File: src/hw/tx_stats_defines.vh
// Register indices, field positions and reset values of the transmit statistics block
`ifndef TX_STATS_DEFINES_VH
`define TX_STATS_DEFINES_VH

// Register indices; the byte address is four times the index
`define IDX_TX_STATS_REVISION    12'h840
`define IDX_TX_STATS_SCRATCH     12'h841
`define IDX_TX_STATS_IDENT_WORD0 12'h842
`define IDX_TX_STATS_IDENT_WORD1 12'h843
`define IDX_TX_STATS_IDENT_WORD2 12'h844
`define IDX_TX_COUNTER_CONFIG    12'h845
`define IDX_TX_COUNTER_STATUS    12'h846
`define IDX_TX_IRQ_STATUS        12'h850
`define IDX_TX_IRQ_MASK          12'h851
`define IDX_TX_GOOD_OCTETS_LOW   12'h860
`define IDX_TX_GOOD_OCTETS_HIGH  12'h861

// Index field of the byte address
`define ADDR_IDX_MSB 13
`define ADDR_IDX_LSB 2

// Configuration fields
`define CFG_CLEAR_ALL_BIT    0
`define CFG_PARITY_CLR_BIT   1
`define CFG_SNAPSHOT_BIT     2

// Status fields
`define STAT_PARITY_BIT      0
`define STAT_PAUSED_BIT      1

// Interrupt event fields
`define IRQ_PARITY_BIT       0
`define IRQ_CARRY_BIT        1
`define IRQ_WIDTH            2

// Reset values
`define RST_SCRATCH          32'h00000008
`define RST_IRQ_MASK         2'h0

// Identification values (arbitrary, neutral)
`define ID_REVISION          32'h00000001
`define ID_WORD0             32'h54785374
`define ID_WORD1             32'h61747344
`define ID_WORD2             32'h656D6F31

`endif

File: src/hw/tx_octet_counter.v
// 64-bit good-octet counter with snapshot copy and parity check
`timescale 1ns/1ps
`default_nettype none

module tx_octet_counter (
   // Clock and reset
   input  wire        hclk,
   input  wire        hresetn,
   input  wire        ce,
   // Control
   input  wire        clear,
   input  wire        capture,
   input  wire        freeze,
   // Increment bus
   input  wire [15:0] increment,
   input  wire        strobe,
   // Results
   output wire [63:0] view,
   output reg         parity_fault,
   output reg         low_carry
);

   reg  [63:0] count;
   reg  [63:0] shadow;
   reg         parity;
   wire [32:0] low_sum;
   wire [63:0] next_count;

   assign low_sum = {1'b0, count[31:0]} + {17'h00000, increment};
   assign next_count = clear ? 64'h0000000000000000 :
                       strobe ? count + {48'h000000000000, increment} : count;

   // Reads see the copy while frozen, the running count otherwise
   assign view = freeze ? shadow : count;

   always @(posedge hclk or negedge hresetn) begin
      if (!hresetn) begin
         count        <= 64'h0000000000000000;
         shadow       <= 64'h0000000000000000;
         parity       <= 1'b0;
         parity_fault <= 1'b0;
         low_carry    <= 1'b0;
      end else if (ce) begin
         count        <= next_count;
         parity       <= ^next_count;
         parity_fault <= (^count) != parity;
         low_carry    <= !clear && strobe && low_sum[32];
         if (capture) begin
            shadow <= count;
         end
      end
   end

endmodule

`default_nettype wire

File: src/hw/tx_stats_regs.v
// AHB-Lite register bank of the transmit statistics block
//
// The AHB-Lite slave port is this design's own decision.
`timescale 1ns/1ps
`default_nettype none
`include "tx_stats_defines.vh"

module tx_stats_regs (
   // Clock, reset and clock enable
   input  wire        hclk,
   input  wire        hresetn,
   input  wire        ce,
   // AHB-Lite slave
   input  wire        hsel,
   input  wire [31:0] haddr,
   input  wire [1:0]  htrans,
   input  wire        hwrite,
   input  wire [2:0]  hsize,
   input  wire [31:0] hwdata,
   input  wire        hready,
   output wire        hreadyout,
   output wire        hresp,
   output reg  [31:0] hrdata,
   // Increment bus from the transmit datapath
   input  wire [15:0] good_octet_increment,
   input  wire        good_octet_increment_strobe,
   // Interrupt
   output wire        irq
);

   localparam [1:0] ST_IDLE      = 2'h0;
   localparam [1:0] ST_WRITE     = 2'h1;
   localparam [1:0] ST_READ      = 2'h2;
   localparam [1:0] ST_READ_DONE = 2'h3;

   reg  [1:0]  state;
   reg  [1:0]  next_state;
   reg  [11:0] addr_idx;
   reg  [31:0] scratch;
   reg         snapshot;
   reg         clear_all;
   reg         parity_clr;
   reg         parity_flag;
   reg  [`IRQ_WIDTH-1:0] irq_status;
   reg  [`IRQ_WIDTH-1:0] irq_mask;
   reg  [31:0] read_value;

   wire        accept;
   wire        write_now;
   wire        cfg_write;
   wire        capture;
   wire [63:0] octet_view;
   wire        parity_fault;
   wire        low_carry;
   wire [`IRQ_WIDTH-1:0] irq_events;
   wire        scratch_write;
   wire        irq_status_write;
   wire        irq_mask_write;
   wire [31:0] config_word;
   wire [31:0] status_word;
   wire [31:0] irq_status_word;
   wire [31:0] irq_mask_word;
   wire [31:0] octets_low_word;
   wire [31:0] octets_high_word;

   // Index test for the captured address
   function is_reg;
      input [11:0] idx;
      input [11:0] target;
      begin
         is_reg = (idx == target);
      end
   endfunction

   // Widen an interrupt field to a bus word; the upper bits read zero
   function [31:0] irq_word;
      input [`IRQ_WIDTH-1:0] bits;
      begin
         irq_word = {{(32-`IRQ_WIDTH){1'b0}}, bits};
      end
   endfunction

   // Configuration word as read back; bits above the snapshot bit are reserved
   function [31:0] config_fields;
      input snap;
      input pclr;
      input clr;
      begin
         config_fields = {29'h00000000, snap, pclr, clr};
      end
   endfunction

   // Status word: paused indicator above the sticky parity flag
   function [31:0] status_fields;
      input paused;
      input flag;
      begin
         status_fields = {30'h00000000, paused, flag};
      end
   endfunction

   // Bus handshake
   assign accept    = hsel && htrans[1] && hready && ce;
   assign write_now = (state == ST_WRITE) && ce;
   assign hreadyout = ce && (state != ST_READ);
   assign hresp     = 1'b0;

   assign cfg_write = write_now && is_reg(addr_idx, `IDX_TX_COUNTER_CONFIG);
   // Capture only on the rising edge of the snapshot bit
   assign capture   = cfg_write && hwdata[`CFG_SNAPSHOT_BIT] && !snapshot;

   // Write strobes of the other writable registers
   assign scratch_write    = write_now && is_reg(addr_idx, `IDX_TX_STATS_SCRATCH);
   assign irq_status_write = write_now && is_reg(addr_idx, `IDX_TX_IRQ_STATUS);
   assign irq_mask_write   = write_now && is_reg(addr_idx, `IDX_TX_IRQ_MASK);

   always @* begin
      next_state = state;
      case (state)
         ST_IDLE: begin
            if (accept) begin
               next_state = hwrite ? ST_WRITE : ST_READ;
            end else begin
               next_state = ST_IDLE;
            end
         end
         // Read data stands here; a new address phase may overlap it
         ST_READ_DONE: begin
            if (accept) begin
               next_state = hwrite ? ST_WRITE : ST_READ;
            end else begin
               next_state = ST_IDLE;
            end
         end
         ST_WRITE: begin
            if (accept) begin
               next_state = hwrite ? ST_WRITE : ST_READ;
            end else begin
               next_state = ST_IDLE;
            end
         end
         ST_READ: begin
            next_state = ST_READ_DONE;
         end
         default: begin
            next_state = ST_IDLE;
         end
      endcase
   end

   always @(posedge hclk or negedge hresetn) begin
      if (!hresetn) begin
         state <= ST_IDLE;
      end else if (ce) begin
         state <= next_state;
      end
   end

   // Register index of the transfer in its data phase
   always @(posedge hclk or negedge hresetn) begin
      if (!hresetn) begin
         addr_idx <= 12'h000;
      end else if (accept) begin
         addr_idx <= haddr[`ADDR_IDX_MSB:`ADDR_IDX_LSB];
      end
   end

   // Good-octet counter
   tx_octet_counter u_octets (
      .hclk         (hclk),
      .hresetn      (hresetn),
      .ce           (ce),
      .clear        (clear_all),
      .capture      (capture),
      .freeze       (snapshot),
      .increment    (good_octet_increment),
      .strobe       (good_octet_increment_strobe),
      .view         (octet_view),
      .parity_fault (parity_fault),
      .low_carry    (low_carry)
   );

   // Scratch register
   always @(posedge hclk or negedge hresetn) begin
      if (!hresetn) begin
         scratch <= `RST_SCRATCH;
      end else if (ce && scratch_write) begin
         scratch <= hwdata;
      end
   end

   // Snapshot request; the counter takes its copy on the rising edge
   always @(posedge hclk or negedge hresetn) begin
      if (!hresetn) begin
         snapshot <= 1'b0;
      end else if (ce && cfg_write) begin
         snapshot <= hwdata[`CFG_SNAPSHOT_BIT];
      end
   end

   // Clear-all pulse; upper configuration bits are not stored
   always @(posedge hclk or negedge hresetn) begin
      if (!hresetn) begin
         clear_all <= 1'b0;
      end else if (ce) begin
         clear_all <= cfg_write && hwdata[`CFG_CLEAR_ALL_BIT];
      end
   end

   // Parity-clear pulse
   always @(posedge hclk or negedge hresetn) begin
      if (!hresetn) begin
         parity_clr <= 1'b0;
      end else if (ce) begin
         parity_clr <= cfg_write && hwdata[`CFG_PARITY_CLR_BIT];
      end
   end

   // Sticky parity flag; a fault in the clearing cycle keeps it set
   always @(posedge hclk or negedge hresetn) begin
      if (!hresetn) begin
         parity_flag <= 1'b0;
      end else if (ce) begin
         if (parity_fault) begin
            parity_flag <= 1'b1;
         end else if (parity_clr) begin
            parity_flag <= 1'b0;
         end
      end
   end

   // Interrupt events: parity fault and carry out of the low counter word
   assign irq_events = {low_carry, parity_fault};

   // Sticky interrupt status, write one to clear; a new event wins over the clear
   always @(posedge hclk or negedge hresetn) begin
      if (!hresetn) begin
         irq_status <= {`IRQ_WIDTH{1'b0}};
      end else if (ce) begin
         if (irq_status_write) begin
            irq_status <= (irq_status & ~hwdata[`IRQ_WIDTH-1:0]) | irq_events;
         end else begin
            irq_status <= irq_status | irq_events;
         end
      end
   end

   // Interrupt mask, same layout as the status
   always @(posedge hclk or negedge hresetn) begin
      if (!hresetn) begin
         irq_mask <= `RST_IRQ_MASK;
      end else if (ce && irq_mask_write) begin
         irq_mask <= hwdata[`IRQ_WIDTH-1:0];
      end
   end

   // Level interrupt while any unmasked status bit is set
   assign irq = |(irq_status & irq_mask);

   // Read words of the composite registers
   assign config_word      = config_fields(snapshot, parity_clr, clear_all);
   assign status_word      = status_fields(snapshot, parity_flag);
   assign irq_status_word  = irq_word(irq_status);
   assign irq_mask_word    = irq_word(irq_mask);
   assign octets_low_word  = octet_view[31:0];
   assign octets_high_word = octet_view[63:32];

   // Read multiplexer
   always @* begin
      read_value = 32'h00000000;
      case (addr_idx)
         `IDX_TX_STATS_REVISION: begin
            read_value = `ID_REVISION;
         end
         `IDX_TX_STATS_SCRATCH: begin
            read_value = scratch;
         end
         `IDX_TX_STATS_IDENT_WORD0: begin
            read_value = `ID_WORD0;
         end
         `IDX_TX_STATS_IDENT_WORD1: begin
            read_value = `ID_WORD1;
         end
         `IDX_TX_STATS_IDENT_WORD2: begin
            read_value = `ID_WORD2;
         end
         `IDX_TX_COUNTER_CONFIG: begin
            read_value = config_word;
         end
         `IDX_TX_COUNTER_STATUS: begin
            read_value = status_word;
         end
         `IDX_TX_IRQ_STATUS: begin
            read_value = irq_status_word;
         end
         `IDX_TX_IRQ_MASK: begin
            read_value = irq_mask_word;
         end
         `IDX_TX_GOOD_OCTETS_LOW: begin
            read_value = octets_low_word;
         end
         `IDX_TX_GOOD_OCTETS_HIGH: begin
            read_value = octets_high_word;
         end
         default: begin
            read_value = 32'h00000000;
         end
      endcase
   end

   always @(posedge hclk or negedge hresetn) begin
      if (!hresetn) begin
         hrdata <= 32'h00000000;
      end else if (ce && state == ST_READ) begin
         hrdata <= read_value;
      end
   end

endmodule

`default_nettype wire

File: config.mk
export PLATFORM = sky130hd
export DESIGN_NAME = tx_stats_regs
export DESIGN_NICKNAME = d
export VERILOG_FILES = /design/src/hw/tx_octet_counter.v /design/src/hw/tx_stats_regs.v
export VERILOG_INCLUDE_DIRS = /design/src /design/src/hw
export SDC_FILE = /design/constraint.sdc
export NUM_CORES = 1
export LEC_CHECK = 0
export BUFFER_PORTS_ARGS = -buffer_cell sky130_fd_sc_hd__buf_2
export CAP_MARGIN = 20
export CORE_MARGIN = 8
export CORE_UTILIZATION = 34
export CTS_CLUSTER_DIAMETER = 60
export DETAILED_ROUTE_END_ITERATION = 16
export GPL_TIMING_DRIVEN = 1
export SYNTH_ARGS = -nofsm -noshare
export SYNTH_HDL_FRONTEND = slang
export SYNTH_SLANG_ARGS = --single-unit
File: constraint.sdc
create_clock -name hclk -period 6.9 [get_ports hclk]
set_clock_uncertainty 0.2 [all_clocks]
set_input_delay 0.345 -clock hclk [delete_from_list [all_inputs] [get_ports hclk]]
set_output_delay 0.345 -clock hclk [all_outputs]
set_load 0.05 [all_outputs]
# Word-level counts from Yosys, hierarchy flattened
# Index checks and enable logic that the tools add are counted.
totals:
  ff_bits: 217
  output_inout_bits: 35
classes:
  n_addsub: 2
  eq_ne: 16
  n_mux: 10
  n_bitwise: 5
  reduce_logical: 29
ops:
  columns: ["operator", "count"]
  rows:
  - ["$pmux 32 s11", 1]
  - ["$mux 64", 3]
  - ["$eq 12x12->1 const B", 11]
  - ["$reduce_xor 64->1", 2]
  - ["$add 64x16->64", 1]
  - ["$add 32x16->33", 1]
  - ["$logic_and 1x1->1", 19]
  - ["$mux 2", 3]
  - ["$and 2x2->2", 2]
  - ["$eq 2x2->1 const B", 2]
  - ["$or 2x2->2", 2]
  - ["$pmux 2 s2", 1]
  - ["$reduce_and 2->1", 2]
  - ["$reduce_or 3->1", 1]
  - ["$eq 2x1->1 const B", 1]
  - ["$logic_not 1->1", 2]
  - ["$logic_not 2->1", 1]
  - ["$mux 1", 2]
  - ["$ne 2x2->1 const B", 1]
  - ["$not 2->2", 1]
  - ["$reduce_bool 2->1", 1]
  - ["$reduce_or 2->1", 1]
  - ["$ne 1x1->1", 1]

# Longest topological paths before layout
depth:
  depth_word: 6
  mapped_depth: 14
  depth_no_buf: 14

# Modules after synthesis
# Synthesis repeated with hierarchy kept, for this count alone.
unflattened:
  hier_cells: 1435
  hier_area_um2: 13541.7
modules_own_cells:
  columns: ["module", "instances", "cells_per_inst", "area_each_um2", "seq_area_each_um2"]
  rows:
  - ["tx_octet_counter", 1, 1056, 9110.0, 3278.1]
  - ["tx_stats_regs", 1, 379, 4431.8, 2153.3]

# Worst setup path after synthesis
# Ideal clock, no wire load.
synth_path:
  path_type: "register to register"
  startpoint: "register u_octets.count[0]"
  endpoint: "register u_octets.parity"
  setup_ns: 0.125
  arrival_time_ns: 3.595
  required_ns: 6.575
  path_slack_ns: 2.980
  stages_incl_launch_ff: 15
  n_path_buf: 0
  cell_sequence: "dfrtp_1 -> ha_1 -> fa_1 -> a21o_1 -> a221oi_2 -> or4_4 -> a211oi_2 -> o211ai_1 -> xnor3_1 -> nor2_1 -> xnor3_1 -> xnor2_1 -> xnor3_1 -> xnor2_1 -> mux2_2"
synth_between:
  elab_chain_len: 4
synth_rtl:
  columns: ["item", "line", "text"]
  rows:
  - ["from (decl)", "tx_octet_counter.v:23", "reg [63:0] count;"]
  - ["from (signal assigned)", "tx_octet_counter.v:44", "count <= next_count;"]
  - ["$add 64x16->64", "tx_octet_counter.v:31", "strobe ? count + {48'h000000000000, increment} : count;"]
  - ["$mux 64 (*)", "tx_octet_counter.v:31", null]
  - ["$mux 64 (*)", "tx_octet_counter.v:30", "assign next_count = clear ? 64'h0000000000000000 :"]
  - ["$reduce_xor 64->1 (*)", "tx_octet_counter.v:45", "parity <= ^next_count;"]
  - ["to (signal assigned)", "tx_octet_counter.v:45", null]
  - ["to (decl)", "tx_octet_counter.v:25", "reg parity;"]
# Every way passes the cells marked *; elsewhere a longest branch is shown, timed or not.
# A chain may end at the register's enable or synchronous reset.

# Final worst setup path
# Ends and elaborated chain as after synthesis.

==> results.md <==
- Arrival time of the worst setup path: 4910 ps
- Number of levels the H-tree was split into: 1
- Initial antenna violation count: 0
- Post-layout util: 0.4021
- Total nets after synthesis: 1422
- Std-Cell Rows: 72
- Depth of the worst register-to-register path: 14
- Vias in the first global route: 10670
- Maximum number of pins on one net before global-route repair: 114
- Worst Setup Start Kind: flip-flop
- Starting density of the core: 0.3422
- Clk Tree Root Cell: clkbuf_16
- Post-synthesis sequential area ratio: 0.4126
- Gr ovfl total: 0
- Commonest cells post-synth: dfrtp_1 (216), nand2_1 (113), mux2_2 (108)
- Resized Gates After CTS: 0
- Clock input transition at the sequential cells of the worst setup and hold paths: 60 ps
- Sum of negative setup slack: 0 ps
- Placed insts: 1830
- Max transition margin: 0.2946
- DRC violation total after the first TritonRoute iteration: 797
- Worst hold margin: 149.1 ps
- Number of warning messages in the yosys log: 0
- Fin crit share: 0.6781
- Overall power of the completed layout: 5.181 mW
- Startpoint-to-endpoint class of the critical path: flip-flop to flip-flop
- Cell area after placement: 14080 sq um
- Slack of the worst reg-to-reg path: 2220 ps
- Remaining antenna violation count after routing: 0
- Total inserted antenna cells: 0
- Mapped Area: 13170 sq um
- Post-synth cell types: 79
- Detailed-route vias per instance: 5.536
- Layout overhead on the synthesized area: 17.49%
- GRT Overall Usage: 0.1775
- Met3 Resource Use GR: 0.02671
- Clock sink count: 217
- Setup slack at placement: 2218 ps
- Fill cell total of the finished layout: 3706
- Clock tree from TritonCTS: built
- Number of instances on the worst hold path: 3
- Most common cell in the synthesized netlist: dfrtp_1
- Max Fanout on Critical Path: 6
- Number of nets in the layout: 1519
- Worst slew pin tran: 1031 ps
- Most utilized layer in the global route result: met2
- Final Instance Count excl. Fillers: 1926
- Worst endpoint required time: 7130 ps
- Detail-routed net length per standard cell: 21.10 um
- Max-cap check violation count: 0
- PortBufs: 101
- Most used flip-flop cell after synthesis: dfrtp_1
- Worst-case vdd ir drop: 0.0002437 V
- Final worst setup slack: 2221 ps
- Setup violations, final: 0
- Width of the die: 212.8 um
- Met2 Track Usage GR: 0.2863
- Deepest clock path buffer count: 3
- Layout cell share with drive strength beyond 1: 0.2188
- Detailed-router iteration count before antenna repair: 5
- Fin. Hold Viols: 0
- Half-perimeter wire length of the detailed placement result: 29120 um
- Class of the tightest hold or removal check: primary input to flip-flop
- F_max: 0.2137 GHz
- First-pass GRT wire length: 63340 um
- Area share of the leading cell type in the synthesized netlist: 0.4106
- Detailed-route via count: 10660
- Final min period: 4679 ps
- Max Transition Viols Final: 0
- DRC Markers: 0
- Setup Fix Bufs, Post-CTS: 0
- RD Place Congestion: 0.9409
- Leakage: 6.640 nW
- Power density of the placed cells: 335.0 nW/um^2
- Synth Register Bits: 217
- Number of primary I/O pins: 127
- Status: finished clean
- Unrepaired setup endpoints after global routing: false
- Overall die height: 212.8 um
- Full die area: 45270 sq um
- Worst setup EP type: flip-flop
- Mapped Avg Cell Area: 10.21 sq um
- Post-Route WL: 40630 um
- Post-synthesis async set-or-reset flop share: 1.000
- Total core area: 38470 sq um
- Post-synth top area cell: dfrtp_1
- Met1 GRT Util: 0.2481
- Clock network latency to the later pin of the worst-skew pair: 540 ps
- Synth top area cells: dfrtp_1 (41%), mux2_2 (9.2%), xnor2_1 (6.3%)
- EDFF count, synth: 0
- Cts bufs inserted: 27
- Post-route design area: 15470 sq um
- CTS hold repair buffers: 46
- Gate count after technology mapping: 1290
## registers in the layout, summed over array words and instances (netlist names)
name,cells
addr_idx,12
clear_all,1
hrdata,32
irq_mask,2
irq_status,2
parity_clr,1
parity_flag,1
scratch,32
snapshot,1
state,2
u_octets.count,64
u_octets.low_carry,1
u_octets.parity,1
u_octets.parity_fault,1
u_octets.shadow,64
## worst paths after layout
| path | end | from |
|---|---|---|
| min in group asynchronous | addr_idx[1]$_DFFE_PN0P_ | hresetn |
| worst max register to register | u_octets.parity$_DFFE_PN0P_ | u_octets.count[0]$_DFFE_PN0P_ |
| worst max-delay path | u_octets.parity$_DFFE_PN0P_ | u_octets.count[0]$_DFFE_PN0P_ |
| worst min-delay path | u_octets.count[9]$_DFFE_PN0P_ | ce |
| max in group asynchronous | clear_all$_DFFE_PN0P_ | hresetn |
| worst min register to register | hrdata[23]$_DFFE_PN0P_ | hrdata[23]$_DFFE_PN0P_ |
## layout make-up
class                      count  area [sq um]  area share
clock buffer                  38         807.0     0.05218
clock inverter                12         120.1    0.007766
multi-input combinational    964          7313      0.4728
timing repair buffer         162          1089     0.07038
inverter                      15         56.30    0.003640
tap                          518         648.1     0.04190
sequential                   217          5434      0.3513
## cell families after synthesis
logic type,count (synthesis),synth area share
xor gates and xnor gates,124,0.09295
DFF,217,0.4126
AOI/OAI and AO/OA,335,0.1771
buffers and inverters,109,0.03307
other,1,0.0002848
muxes,161,0.1333
adders and majority gates,40,0.03859
and+or+nand+nor,303,0.1121
## power by group
group	switching (mW)	total (mW)	internal (mW)
sequential	0.211	1.58	1.37
clock	0.582	1.44	0.862
combinational	1.06	2.16	1.10
total	1.85	5.18	3.33
## metal layers
layer / share of wire / vias to the layer above
met1: 0.47 / 5328
li1: - / 4968
met3: 0.058 / 51
met4: 0.020 / 0
met5: 0 / -
met2: 0.45 / 315
## critical path: stages (launching register included)
cell,delay [ps]
dfrtp_1,460
ha_1,250
fa_1,410
a21o_1,210
a221oi_2,360
or4_4,240
a211oi_2,110
o211ai_1,570
xnor3_1,550
nor2_1,130
xnor3_1,250
xnor2_1,190
xnor3_1,240
xnor2_1,130
mux2_2,260
## cell usage in the layout, fill, tap and decap left out, drive strengths merged, types with 38 or more instances in the layout
cell type	count
dfrtp	216
buf	116
mux2	115
nand2	114
xnor2	95
o21ai	81
a21oi	66
nor2	56
mux2i	46
dlygate4sd3	46
ha	39
clkbuf	38
No activity file was read; power rests on OpenSTA's default activity.
